**config.mk**
```make
export PLATFORM = sky130hd
export DESIGN_NAME = latch_off_thermal_protection
export DESIGN_NICKNAME = d
export VERILOG_FILES = /design/src/latch_pkg.sv /design/src/latch_off_thermal_protection.sv /design/src/crossing_blanker.sv
export VERILOG_INCLUDE_DIRS = /design/src
export SDC_FILE = /design/constraint.sdc
export NUM_CORES = 1
export LEC_CHECK = 0
export ABC_AREA = 1
export BUFFER_PORTS_ARGS = -buffer_cell sky130_fd_sc_hd__buf_2
export CAP_MARGIN = 15
export CORE_ASPECT_RATIO = 1.25
export CORE_MARGIN = 3
export CORE_UTILIZATION = 45
export CTS_BUF_LIST = sky130_fd_sc_hd__clkbuf_4 sky130_fd_sc_hd__clkbuf_8 sky130_fd_sc_hd__clkbuf_16
export CTS_CLUSTER_SIZE = 30
export DETAILED_ROUTE_END_ITERATION = 8
export PLACE_DENSITY = 0.66
export SKIP_LAST_GASP = 1
export SLEW_MARGIN = 10
export SYNTH_ARGS = -nofsm -noshare
export SYNTH_HDL_FRONTEND = slang
export SYNTH_SLANG_ARGS = --single-unit
```
**constraint.sdc**
```tcl
create_clock -name clk -period 3.96 [get_ports clk]
set_input_delay 0.792 -clock clk [delete_from_list [all_inputs] [get_ports clk]]
set_output_delay 0.792 -clock clk [all_outputs]
set_load 0.01 [all_outputs]
```
**src/latch_params.svh**
```systemverilog
// Named constants for the latch-off protection sequencer.
// Assumes a 20 MHz clock; times are in microseconds.
`ifndef LATCH_PARAMS_SVH
`define LATCH_PARAMS_SVH
`define CLK_MHZ            20
`define HIGH_BLANK_US      10
`define LOW_BLANK_US       10
`define HIGH_BLANK_CYCLES  (`HIGH_BLANK_US * `CLK_MHZ)
`define LOW_BLANK_CYCLES   (`LOW_BLANK_US * `CLK_MHZ)
`define SOFT_START_US      4000
`define SOFT_START_CYCLES  (`SOFT_START_US * `CLK_MHZ)
`define BLANK_CNT_W        16
`define SS_CNT_W           17
`define LATCH_CH_HIGH      0
`define LATCH_CH_LOW       1
`define LATCH_CH_NUM       2
`endif

```
**src/latch_pkg.sv**
```systemverilog
// Types for the latch-off protection sequencer.
// Assumes all comparator inputs are digitized and synchronous to clk.
package latch_pkg;
  typedef enum logic [2:0] {
    ST_WAIT_START,
    ST_SOFT_START,
    ST_RUN,
    ST_LATCHED,
    ST_THERMAL
  } seq_state_type;

  typedef struct packed {
    logic latch_high;
    logic latch_low;
    logic supply_start;
    logic supply_reset;
    logic brown_out;
    logic die_hot;
    logic die_cool;
  } sense_type;

  typedef struct packed {
    logic gate_drive_enable;
    logic thermistor_bias_double;
    logic high_voltage_startup_source;
    logic soft_start_active;
    logic latched_off;
  } ctrl_type;
endpackage

```
**src/latch_off_thermal_protection.sv**
```systemverilog
// Latch-off and thermal shutdown sequencer of a flyback controller.
// Assumes digitized comparator levels synchronous to clk; rst_n is
// generated by the supply monitor.
// How it works
// - Drive only inside soft-start and run
// - Valid latch crossing enters latched-off state
// - Short crossings are blanked and ignored
// - Only brown-out, supply reset or die hot clears latch
// - Latch comparators ignored until ready to start
// - Start threshold arms high latch, then drive
// - Low latch acted on after soft-start
// - Thermistor bias doubled during soft-start
// - Die hot stops drive, startup source, state
// - Die cooled restores startup source, restarts
// - Soft-start on every start or restart
`timescale 1ns/1ps
`include "latch_params.svh"
module latch_off_thermal_protection (
  // Clock and reset
  input  wire logic              clk,
  input  wire logic              rst_n,
  // Comparator levels
  input  wire latch_pkg::sense_type sense,
  // Outputs to driver, bias and startup source
  output latch_pkg::ctrl_type     ctrl,
  output logic                    gate_drive_output,
  output logic                    thermistor_bias_current,
  output logic                    high_voltage_startup_source
);
  localparam logic [`BLANK_CNT_W-1:0] HIGH_CNT =
    `BLANK_CNT_W'(`HIGH_BLANK_CYCLES);
  localparam logic [`BLANK_CNT_W-1:0] LOW_CNT =
    `BLANK_CNT_W'(`LOW_BLANK_CYCLES);
  localparam logic [`SS_CNT_W-1:0] SS_CNT =
    `SS_CNT_W'(`SOFT_START_CYCLES);

  latch_pkg::seq_state_type state_q;
  latch_pkg::seq_state_type state_d;
  logic [`SS_CNT_W-1:0]     ss_cnt_q;
  logic [`SS_CNT_W-1:0]     ss_cnt_d;
  latch_pkg::ctrl_type      ctrl_q;
  latch_pkg::ctrl_type      ctrl_d;
  logic                     high_arm;
  logic                     low_arm;
  logic                     high_valid;
  logic                     low_valid;
  logic                     clear_cond;

  // High latch armed from start threshold on; low only after soft-start
  assign high_arm = (state_q == latch_pkg::ST_SOFT_START) ||
                    (state_q == latch_pkg::ST_RUN);
  assign low_arm  = (state_q == latch_pkg::ST_RUN);

  // Per-threshold arm, crossing and qualified result
  logic [`LATCH_CH_NUM-1:0] blank_arm;
  logic [`LATCH_CH_NUM-1:0] blank_cross;
  logic [`LATCH_CH_NUM-1:0] blank_valid;

  assign blank_arm[`LATCH_CH_HIGH]   = high_arm;
  assign blank_arm[`LATCH_CH_LOW]    = low_arm;
  assign blank_cross[`LATCH_CH_HIGH] = sense.latch_high;
  assign blank_cross[`LATCH_CH_LOW]  = sense.latch_low;

  // One blanking filter per threshold, each with its own count
  for (genvar ch = 0; ch < `LATCH_CH_NUM; ch++) begin : g_blank
    crossing_blanker #(
      .COUNT ((ch == `LATCH_CH_HIGH) ? HIGH_CNT : LOW_CNT)
    ) crossing_blanker_i (
      .clk      (clk),
      .rst_n    (rst_n),
      .arm      (blank_arm[ch]),
      .crossing (blank_cross[ch]),
      .valid    (blank_valid[ch])
    );
  end

  // A crossing only counts once its filter has seen it held long enough
  assign high_valid = blank_valid[`LATCH_CH_HIGH];
  assign low_valid  = blank_valid[`LATCH_CH_LOW];

  // Any supply collapse ends soft-start, run and latched-off alike
  assign clear_cond = sense.brown_out || sense.supply_reset;

  // Soft-start progress and qualified trips, shared below
  logic ss_done;
  logic trip;

  // Last cycle of the soft-start window reached
  assign ss_done = (ss_cnt_q == SS_CNT - 1'b1);
  // Either threshold held past its blanking time
  assign trip    = high_valid || low_valid;

  // Sequencer state
  always_comb begin
    state_d = state_q;
    if (sense.die_hot) begin
      // Over-temperature wins over every other condition
      state_d = latch_pkg::ST_THERMAL;
    end else begin
      case (state_q)
        latch_pkg::ST_WAIT_START: begin
          // Latch comparators are not armed here
          if (sense.supply_start && !clear_cond) begin
            state_d = latch_pkg::ST_SOFT_START;
          end
        end
        latch_pkg::ST_SOFT_START: begin
          // Only the high threshold may trip during soft-start
          if (clear_cond) begin
            state_d = latch_pkg::ST_WAIT_START;
          end else if (high_valid) begin
            state_d = latch_pkg::ST_LATCHED;
          end else if (ss_done) begin
            state_d = latch_pkg::ST_RUN;
          end
        end
        latch_pkg::ST_RUN: begin
          // Both thresholds are live once soft-start is over
          if (clear_cond) begin
            state_d = latch_pkg::ST_WAIT_START;
          end else if (trip) begin
            state_d = latch_pkg::ST_LATCHED;
          end
        end
        latch_pkg::ST_LATCHED: begin
          // Comparator and start activity cannot release the latch
          if (clear_cond) begin
            state_d = latch_pkg::ST_WAIT_START;
          end else begin
            state_d = latch_pkg::ST_LATCHED;
          end
        end
        latch_pkg::ST_THERMAL: begin
          // Leave only once the die has cooled past recovery
          if (sense.die_cool) begin
            state_d = latch_pkg::ST_WAIT_START;
          end
        end
        default: begin
          state_d = latch_pkg::ST_WAIT_START;
        end
      endcase
    end
  end

  always_ff @(posedge clk) begin
    if (!rst_n) begin
      state_q <= latch_pkg::ST_WAIT_START;
    end else begin
      state_q <= state_d;
    end
  end

  // Soft-start timer: runs only inside soft-start, restarts from zero
  always_comb begin
    ss_cnt_d = ss_cnt_q;
    if (sense.die_hot) begin
      ss_cnt_d = '0;
    end else if (state_q != latch_pkg::ST_SOFT_START) begin
      ss_cnt_d = '0;
    end else if (clear_cond || high_valid || ss_done) begin
      ss_cnt_d = ss_cnt_q;
    end else begin
      ss_cnt_d = ss_cnt_q + 1'b1;
    end
  end

  always_ff @(posedge clk) begin
    if (!rst_n) begin
      ss_cnt_q <= '0;
    end else begin
      ss_cnt_q <= ss_cnt_d;
    end
  end

  // Next-state decode for the registered outputs
  logic next_soft_start;
  logic next_run;
  logic next_latched;
  logic next_thermal;

  assign next_soft_start = (state_d == latch_pkg::ST_SOFT_START);
  assign next_run        = (state_d == latch_pkg::ST_RUN);
  assign next_latched    = (state_d == latch_pkg::ST_LATCHED);
  assign next_thermal    = (state_d == latch_pkg::ST_THERMAL);

  // Output controls, registered so every pin is glitch free
  always_comb begin
    ctrl_d = '0;
    // Startup source is off in reset and in the thermal state, from die hot until the die has cooled
    ctrl_d.high_voltage_startup_source = !next_thermal;
    // Soft-start marker and doubled bias share one window
    ctrl_d.soft_start_active      = next_soft_start;
    ctrl_d.thermistor_bias_double = next_soft_start;
    ctrl_d.latched_off            = next_latched;
    // Drive only inside the window, never on a qualified crossing
    ctrl_d.gate_drive_enable = (next_soft_start || next_run) &&
                               !trip && !sense.die_hot;
  end

  always_ff @(posedge clk) begin
    if (!rst_n) begin
      ctrl_q <= '0;
    end else begin
      ctrl_q <= ctrl_d;
    end
  end

  assign ctrl                        = ctrl_q;
  assign gate_drive_output           = ctrl_q.gate_drive_enable;
  assign thermistor_bias_current     = ctrl_q.thermistor_bias_double;
  assign high_voltage_startup_source = ctrl_q.high_voltage_startup_source;
endmodule

```
**src/crossing_blanker.sv**
```systemverilog
// Blanking filter: flags a crossing held for a full count of cycles.
// Assumes the input is synchronous to clk.
`timescale 1ns/1ps
`include "latch_params.svh"
module crossing_blanker #(
  parameter logic [`BLANK_CNT_W-1:0] COUNT = `BLANK_CNT_W'(1)
) (
  // Clock and reset
  input  wire logic clk,
  input  wire logic rst_n,
  // Control
  input  wire logic arm,
  input  wire logic crossing,
  // Result
  output logic      valid
);
  logic [`BLANK_CNT_W-1:0] cnt_q;
  logic [`BLANK_CNT_W-1:0] cnt_d;

  always_comb begin
    cnt_d = cnt_q;
    if (!arm || !crossing) begin
      cnt_d = '0;
    end else if (cnt_q != COUNT) begin
      cnt_d = cnt_q + 1'b1;
    end
  end

  always_ff @(posedge clk) begin
    if (!rst_n) begin
      cnt_q <= '0;
    end else begin
      cnt_q <= cnt_d;
    end
  end

  assign valid = arm && crossing && (cnt_q == COUNT);
endmodule

```
# Word level (Yosys, flattened, before mapping)
# Index checks and enable logic that the tools add are counted.
# op_classes
addsub	3
n_eq_ne	14
n_mux	10
n_bitwise	1
reduce_logical	27
# ops
operator	count
16-bit by 1-bit adder with 16-bit output (second input constant)	2
16-bit by 8-bit == test with 1-bit output (second input constant)	2
16-bit by 8-bit inequality test with 1-bit output (second input constant)	2
3-bit two-way mux	8
17-bit by 1-bit adder with 17-bit output (second input constant)	1
17-bit == test (second input constant)	1
3-bit case mux with 5 select lines	1
3-bit by 2-bit == test with 1-bit output (second input constant)	4
1-bit zero test	8
1-bit logical OR	8
1-bit logical AND	7
3-bit by 1-bit == test with 1-bit output (second input constant)	2
3-bit == test (second input constant)	2
2-bit OR reduction	2
3-bit zero test	1
3-bit by 1-bit inequality test with 1-bit output (second input constant)	1
3-bit OR reduction	1
2-bit two-way mux	1
1-bit NOT	1
# totals
ff_bits	56
inputBits	9
word_cells	63

# Longest topological paths before layout
# depth
depth_word	13
mapped_depth	14
mapped_depth_nobuf	14

# Hierarchy
# Synthesis repeated with hierarchy kept, for this count alone.
# hier_totals
hier_cells	510
area_unflattened_um2	3342.0
# modules_own_cells
module	n_inst	cells_per_inst	area_each_um2
crossing_blanker	2	150	977.2
latch_off_thermal_protection	1	210	1387.6

# Worst setup path before layout
# No wires, ideal clock.
# synth_path
kind	input -> register
from	in sense[3] (netlist name)
to	reg ctrl_q, in the netlist gate_drive_output
setup_ps	120
arrival_time_ps	1515
required_time_ps	3840
slack_ps	2325
cell_stages	8
path_cell_list	nor2_1 -> nand2_1 -> a21oi_1 -> nand2_1 -> nand2_1 -> nand3_1 -> nand2_1 -> nor2_1
# synth_via
elab_chain_cells	10
word_cells_on_any_way	14
cone_classes	2 x eq/ne; 6 x mux; 6 x reduce/logical
# synth_lines
item	line_no	rtl
start: declaration	latch_off_thermal_protection.sv:23	input wire latch_pkg::sense_type sense,
1-bit logical OR *	latch_off_thermal_protection.sv:82	assign clear_cond = sense.brown_out || sense.supply_reset;
1-bit zero test	latch_off_thermal_protection.sv:103	if (sense.supply_start && !clear_cond) begin
1-bit logical AND	latch_off_thermal_protection.sv:103	
3-bit two-way mux	latch_off_thermal_protection.sv:103	
3-bit case mux with 5 select lines *	latch_off_thermal_protection.sv:100	case (state_q)
3-bit two-way mux *	latch_off_thermal_protection.sv:96	if (sense.die_hot) begin
3-bit by 1-bit == test with 1-bit output or 3-bit by 2-bit == test with 1-bit output (tied branches)	latch_off_thermal_protection.sv:182, latch_off_thermal_protection.sv:183	
1-bit logical OR *	latch_off_thermal_protection.sv:197	ctrl_d.gate_drive_enable = (next_soft_start || next_run) &&
1-bit logical AND *	latch_off_thermal_protection.sv:197	
1-bit logical AND *	latch_off_thermal_protection.sv:198	!trip && !sense.die_hot;
end signal: assignment	latch_off_thermal_protection.sv:205	ctrl_q <= ctrl_d;
end: declaration	latch_off_thermal_protection.sv:41	latch_pkg::ctrl_type ctrl_q;
# Every way passes the cells marked *; elsewhere a longest branch is shown, timed or not.
# A chain may end at the register's enable or synchronous reset.

# Final worst setup path
# layout_path
from	reg g_blank[0].crossing_blanker_i.cnt_q[0]
to	reg ss_cnt_q[7]
# layout_via
elab_chain_cells	4
# layout_lines
item	line_no	rtl
start: declaration	crossing_blanker.sv:17	logic [`BLANK_CNT_W-1:0] cnt_q;
start signal: assignment	crossing_blanker.sv:33	cnt_q <= cnt_d;
16-bit by 8-bit == test with 1-bit output	crossing_blanker.sv:37	assign valid = arm && crossing && (cnt_q == COUNT);
1-bit logical AND	crossing_blanker.sv:37	
1-bit logical OR (2 in series)	latch_off_thermal_protection.sv:161	end else if (clear_cond || high_valid || ss_done) begin
end signal: assignment	latch_off_thermal_protection.sv:172	ss_cnt_q <= ss_cnt_d;
end: declaration	latch_off_thermal_protection.sv:39	logic [`SS_CNT_W-1:0] ss_cnt_q;
# No other way between the ends.

==> metrics.txt <==
M1 WL=2670 um; Post-CTS Setup Inserts=0; chip width=78.8 um; Post-synth EDFFs=0; synthesized area=2980 um^2; vias in the first global route=between 2000 and 2500; Port-buffer cells=16; via/cell ratio=4.94; height of the chip=between 90 and 100 um; post-layout min period=approximately 1900 ps; Clock Sinks=56; fin nets=453; area share of the largest cell type after synthesis=0.376; Hold Buf Count CTS=0; Worst-path clk slew=100 ps; Slew @ Worst Pin=383 ps; core area=around 6300 um^2; Setup Skew=9.41 ps; WP buf/inv=2; Slowest-stage cell, CP=dfxtp_1; GPL Wtd Cong=about 0.95; Yosys top cell by area=dfxtp_1; Post-synth top cells=nand2_1, nor2_1, inv_1, dfxtp_1, a21oi_1; sequential-to-total area share from yosys stat=0.376; Mean Syn Cell Area=roughly 7.1 um^2; first-pass GRT wire length=around 10000 um; Rel. slew slack=0.744; Net Count, Synth=436; Top Layer Used=met4; synthesis-to-finish area growth=8.35%; Num CTS Buffers=5; post-cts resize count=0; DRC=0; RSZ-0062 raised after global routing=no; GRT overflow=0; worst min path class=register to register; pwr dens=approximately 300 nW/um^2; Crit path top cell by count=nand2_1; total track usage=0.164; library cells used by synthesis=35; crit-path cells=inv_1, ha_1, nand2_1, nor2_1, nand2_1, nor2_4, nand2_2, nand3_4, inv_4, nand2_2, o21ai_1, nand2_1, nor2_1; Setup TNS=0 ps; Critical Path Max Stage Delay=approximately 420 ps; CTS tree=done; initial antenna violation count=0; max-slew violations=0; Final Cycle Share=0.471; met2 WL=between 2000 and 3000 um; status=finished, final reports clean; Pre-antenna DRT Iters=4; Ys Warns=0; met3 routed WL=193 um; fmax=~540 MHz; CP Data Arrival Time=2110 ps; die area=7640 um^2; largest net degree at the start of global routing=18; FFs w/ async S/R, synth=0; Setup crit start kind=register; Post-Syn Instances=422; initial core utilization=0.474; CP required=4210 ps; max-cap violations=0; cell with the most instances after synthesis=nand2_1; Crit Path Max Fanout=14; clock insertion delay at the later pin of the skew report=310 ps; Pwr Total=about 0.96 mW; CTS root buf=clkbuf_8; Synth Flop Type=dfxtp_1; main area contributors after synthesis=dfxtp_1, nand2_1, nor2_1; synthesis-stage register bit count=56; CP endpoint kind=register; Max Root-Sink Buffers=2; CP top delay family=simple AND/OR/NAND/NOR gates; I/O pin total=17; DR vias=2594; antenna viol nets, final=0; WL final=5760 um; # rows=32; initial DRC count=90; H-tree Lvls=2; HPWL after DPL=between 4000 and 5000 um; Final Hold Violating Endpoints=0; Antenna Cells=0; final setup vio count=0; Setup CP Type=register to register; LEAKAGE=1.17 nW; share of cells above drive strength 1=0.125; wire per inst=approximately 11 um; maximum vdd drop=0.000219 V
==> worst paths after layout <==
| path | cells after the start | slack (ps) | to | start |
|---|---|---|---|---|
| worst max register to register | 13 | 2100 | ss_cnt_q[7] | g_blank[0].crossing_blanker_i.cnt_q[0] |
| worst min register to register | 2 | 490 | ss_cnt_q[16] | ss_cnt_q[16] |
| worst max-delay path | 13 | 2100 | ss_cnt_q[7] | g_blank[0].crossing_blanker_i.cnt_q[0] |
| worst min-delay path | 2 | 490 | ss_cnt_q[16] | ss_cnt_q[16] |
==> placed cells by master (no fill, tap or decap) <==
cell type   instances
nor2_1             67
clkinv_2            1
o21bai_1            1
a21oi_1            33
inv_2               3
nand3_2             6
nand3_4             1
nor3_1             12
o21ai_1             1
nor3_4              2
o31ai_1             1
a21oi_2             2
a211oi_1            4
xnor2_1             2
buf_2              16
nand2_1            75
a31oi_1             3
bufinv_16           1
and3_1              1
nand3_1            28
dfxtp_1            56
ha_1                5
nor3_2              3
o21ai_0            16
a211oi_2            1
nor2_4              4
nand2_2             5
o21a_1              6
nand4_1             5
nor2_2              1
clkinvlp_4          1
inv_1              58
nor3b_2             2
clkinv_1            1
nor3b_1             2
xor2_1              8
inv_4               1
clkbuf_8            5
==> worst reg2reg max path, stage by stage (launching register included) <==
cell	delay, ps
dfxtp_1	420
inv_1	60
ha_1	200
nand2_1	70
nor2_1	40
nand2_1	100
nor2_4	50
nand2_2	100
nand3_4	200
inv_4	200
nand2_2	90
o21ai_1	120
nand2_1	60
nor2_1	90
==> stage by stage <==
| stage | instance area, um^2 | instances | hold WS, ps | utilization | worst slack (ps) |
|---|---|---|---|---|---|
| 2_1_floorplan | 2980 | 422 | 443 | - | 2330 |
| 3_3_place_gp | 3120 | 517 | 453 | 0.496 | 1990 |
| 3_5_place_dp | 3120 | 517 | 476 | 0.496 | 1950 |
| 4_1_cts | 3230 | 525 | 492 | 0.514 | 2070 |
| 5_1_grt | 3230 | 525 | 514 | 0.514 | 1840 |
| 6_report | 3230 | 525 | 487 | 0.514 | 2100 |
==> registers in the layout, indices dropped and copies added (netlist names) <==
register and count:
g_blank.crossing_blanker_i.cnt_q 32, ss_cnt_q 17, state_q 3, ctrl 2, gate_drive_output 1, high_voltage_startup_source 1
==> kinds of logic after synthesis <==
kind of cell | synth area share
XOR/XNOR | 0.0294
AO/OA/AOI/OAI | 0.131
buffers and inverters | 0.0965
AND/OR/NAND/NOR | 0.347
adder cells (fa/ha/maj) | 0.0210
flip-flops | 0.376
==> power breakdown <==
part | internal [mW] | switching (mW) | total, mW
combinational | 0.00815 | 0.0156 | 0.0237
sequential | 0.564 | 0.00108 | 0.566
clock | 0.187 | 0.182 | 0.370
==> cell type report <==
| type | instances | area, um^2 |
|---|---|---|
| tap | 85 | 106 |
| clock buffer | 5 | 68.8 |
| timing repair buffer | 16 | 80.1 |
| inverter | 63 | 239 |
| sequential | 56 | 1120 |
| fill | 638 | 3060 |
| multi-input combinational | 297 | 1570 |
| clock inverter | 3 | 42.5 |
==> layer usage <==
metal,vias up,track usage
li1,1390,-
met1,1144,0.202
met2,48,0.280
met3,12,0.0289
met4,0,0.0646
met5,-,0
Power figures use the tool's default switching activity.
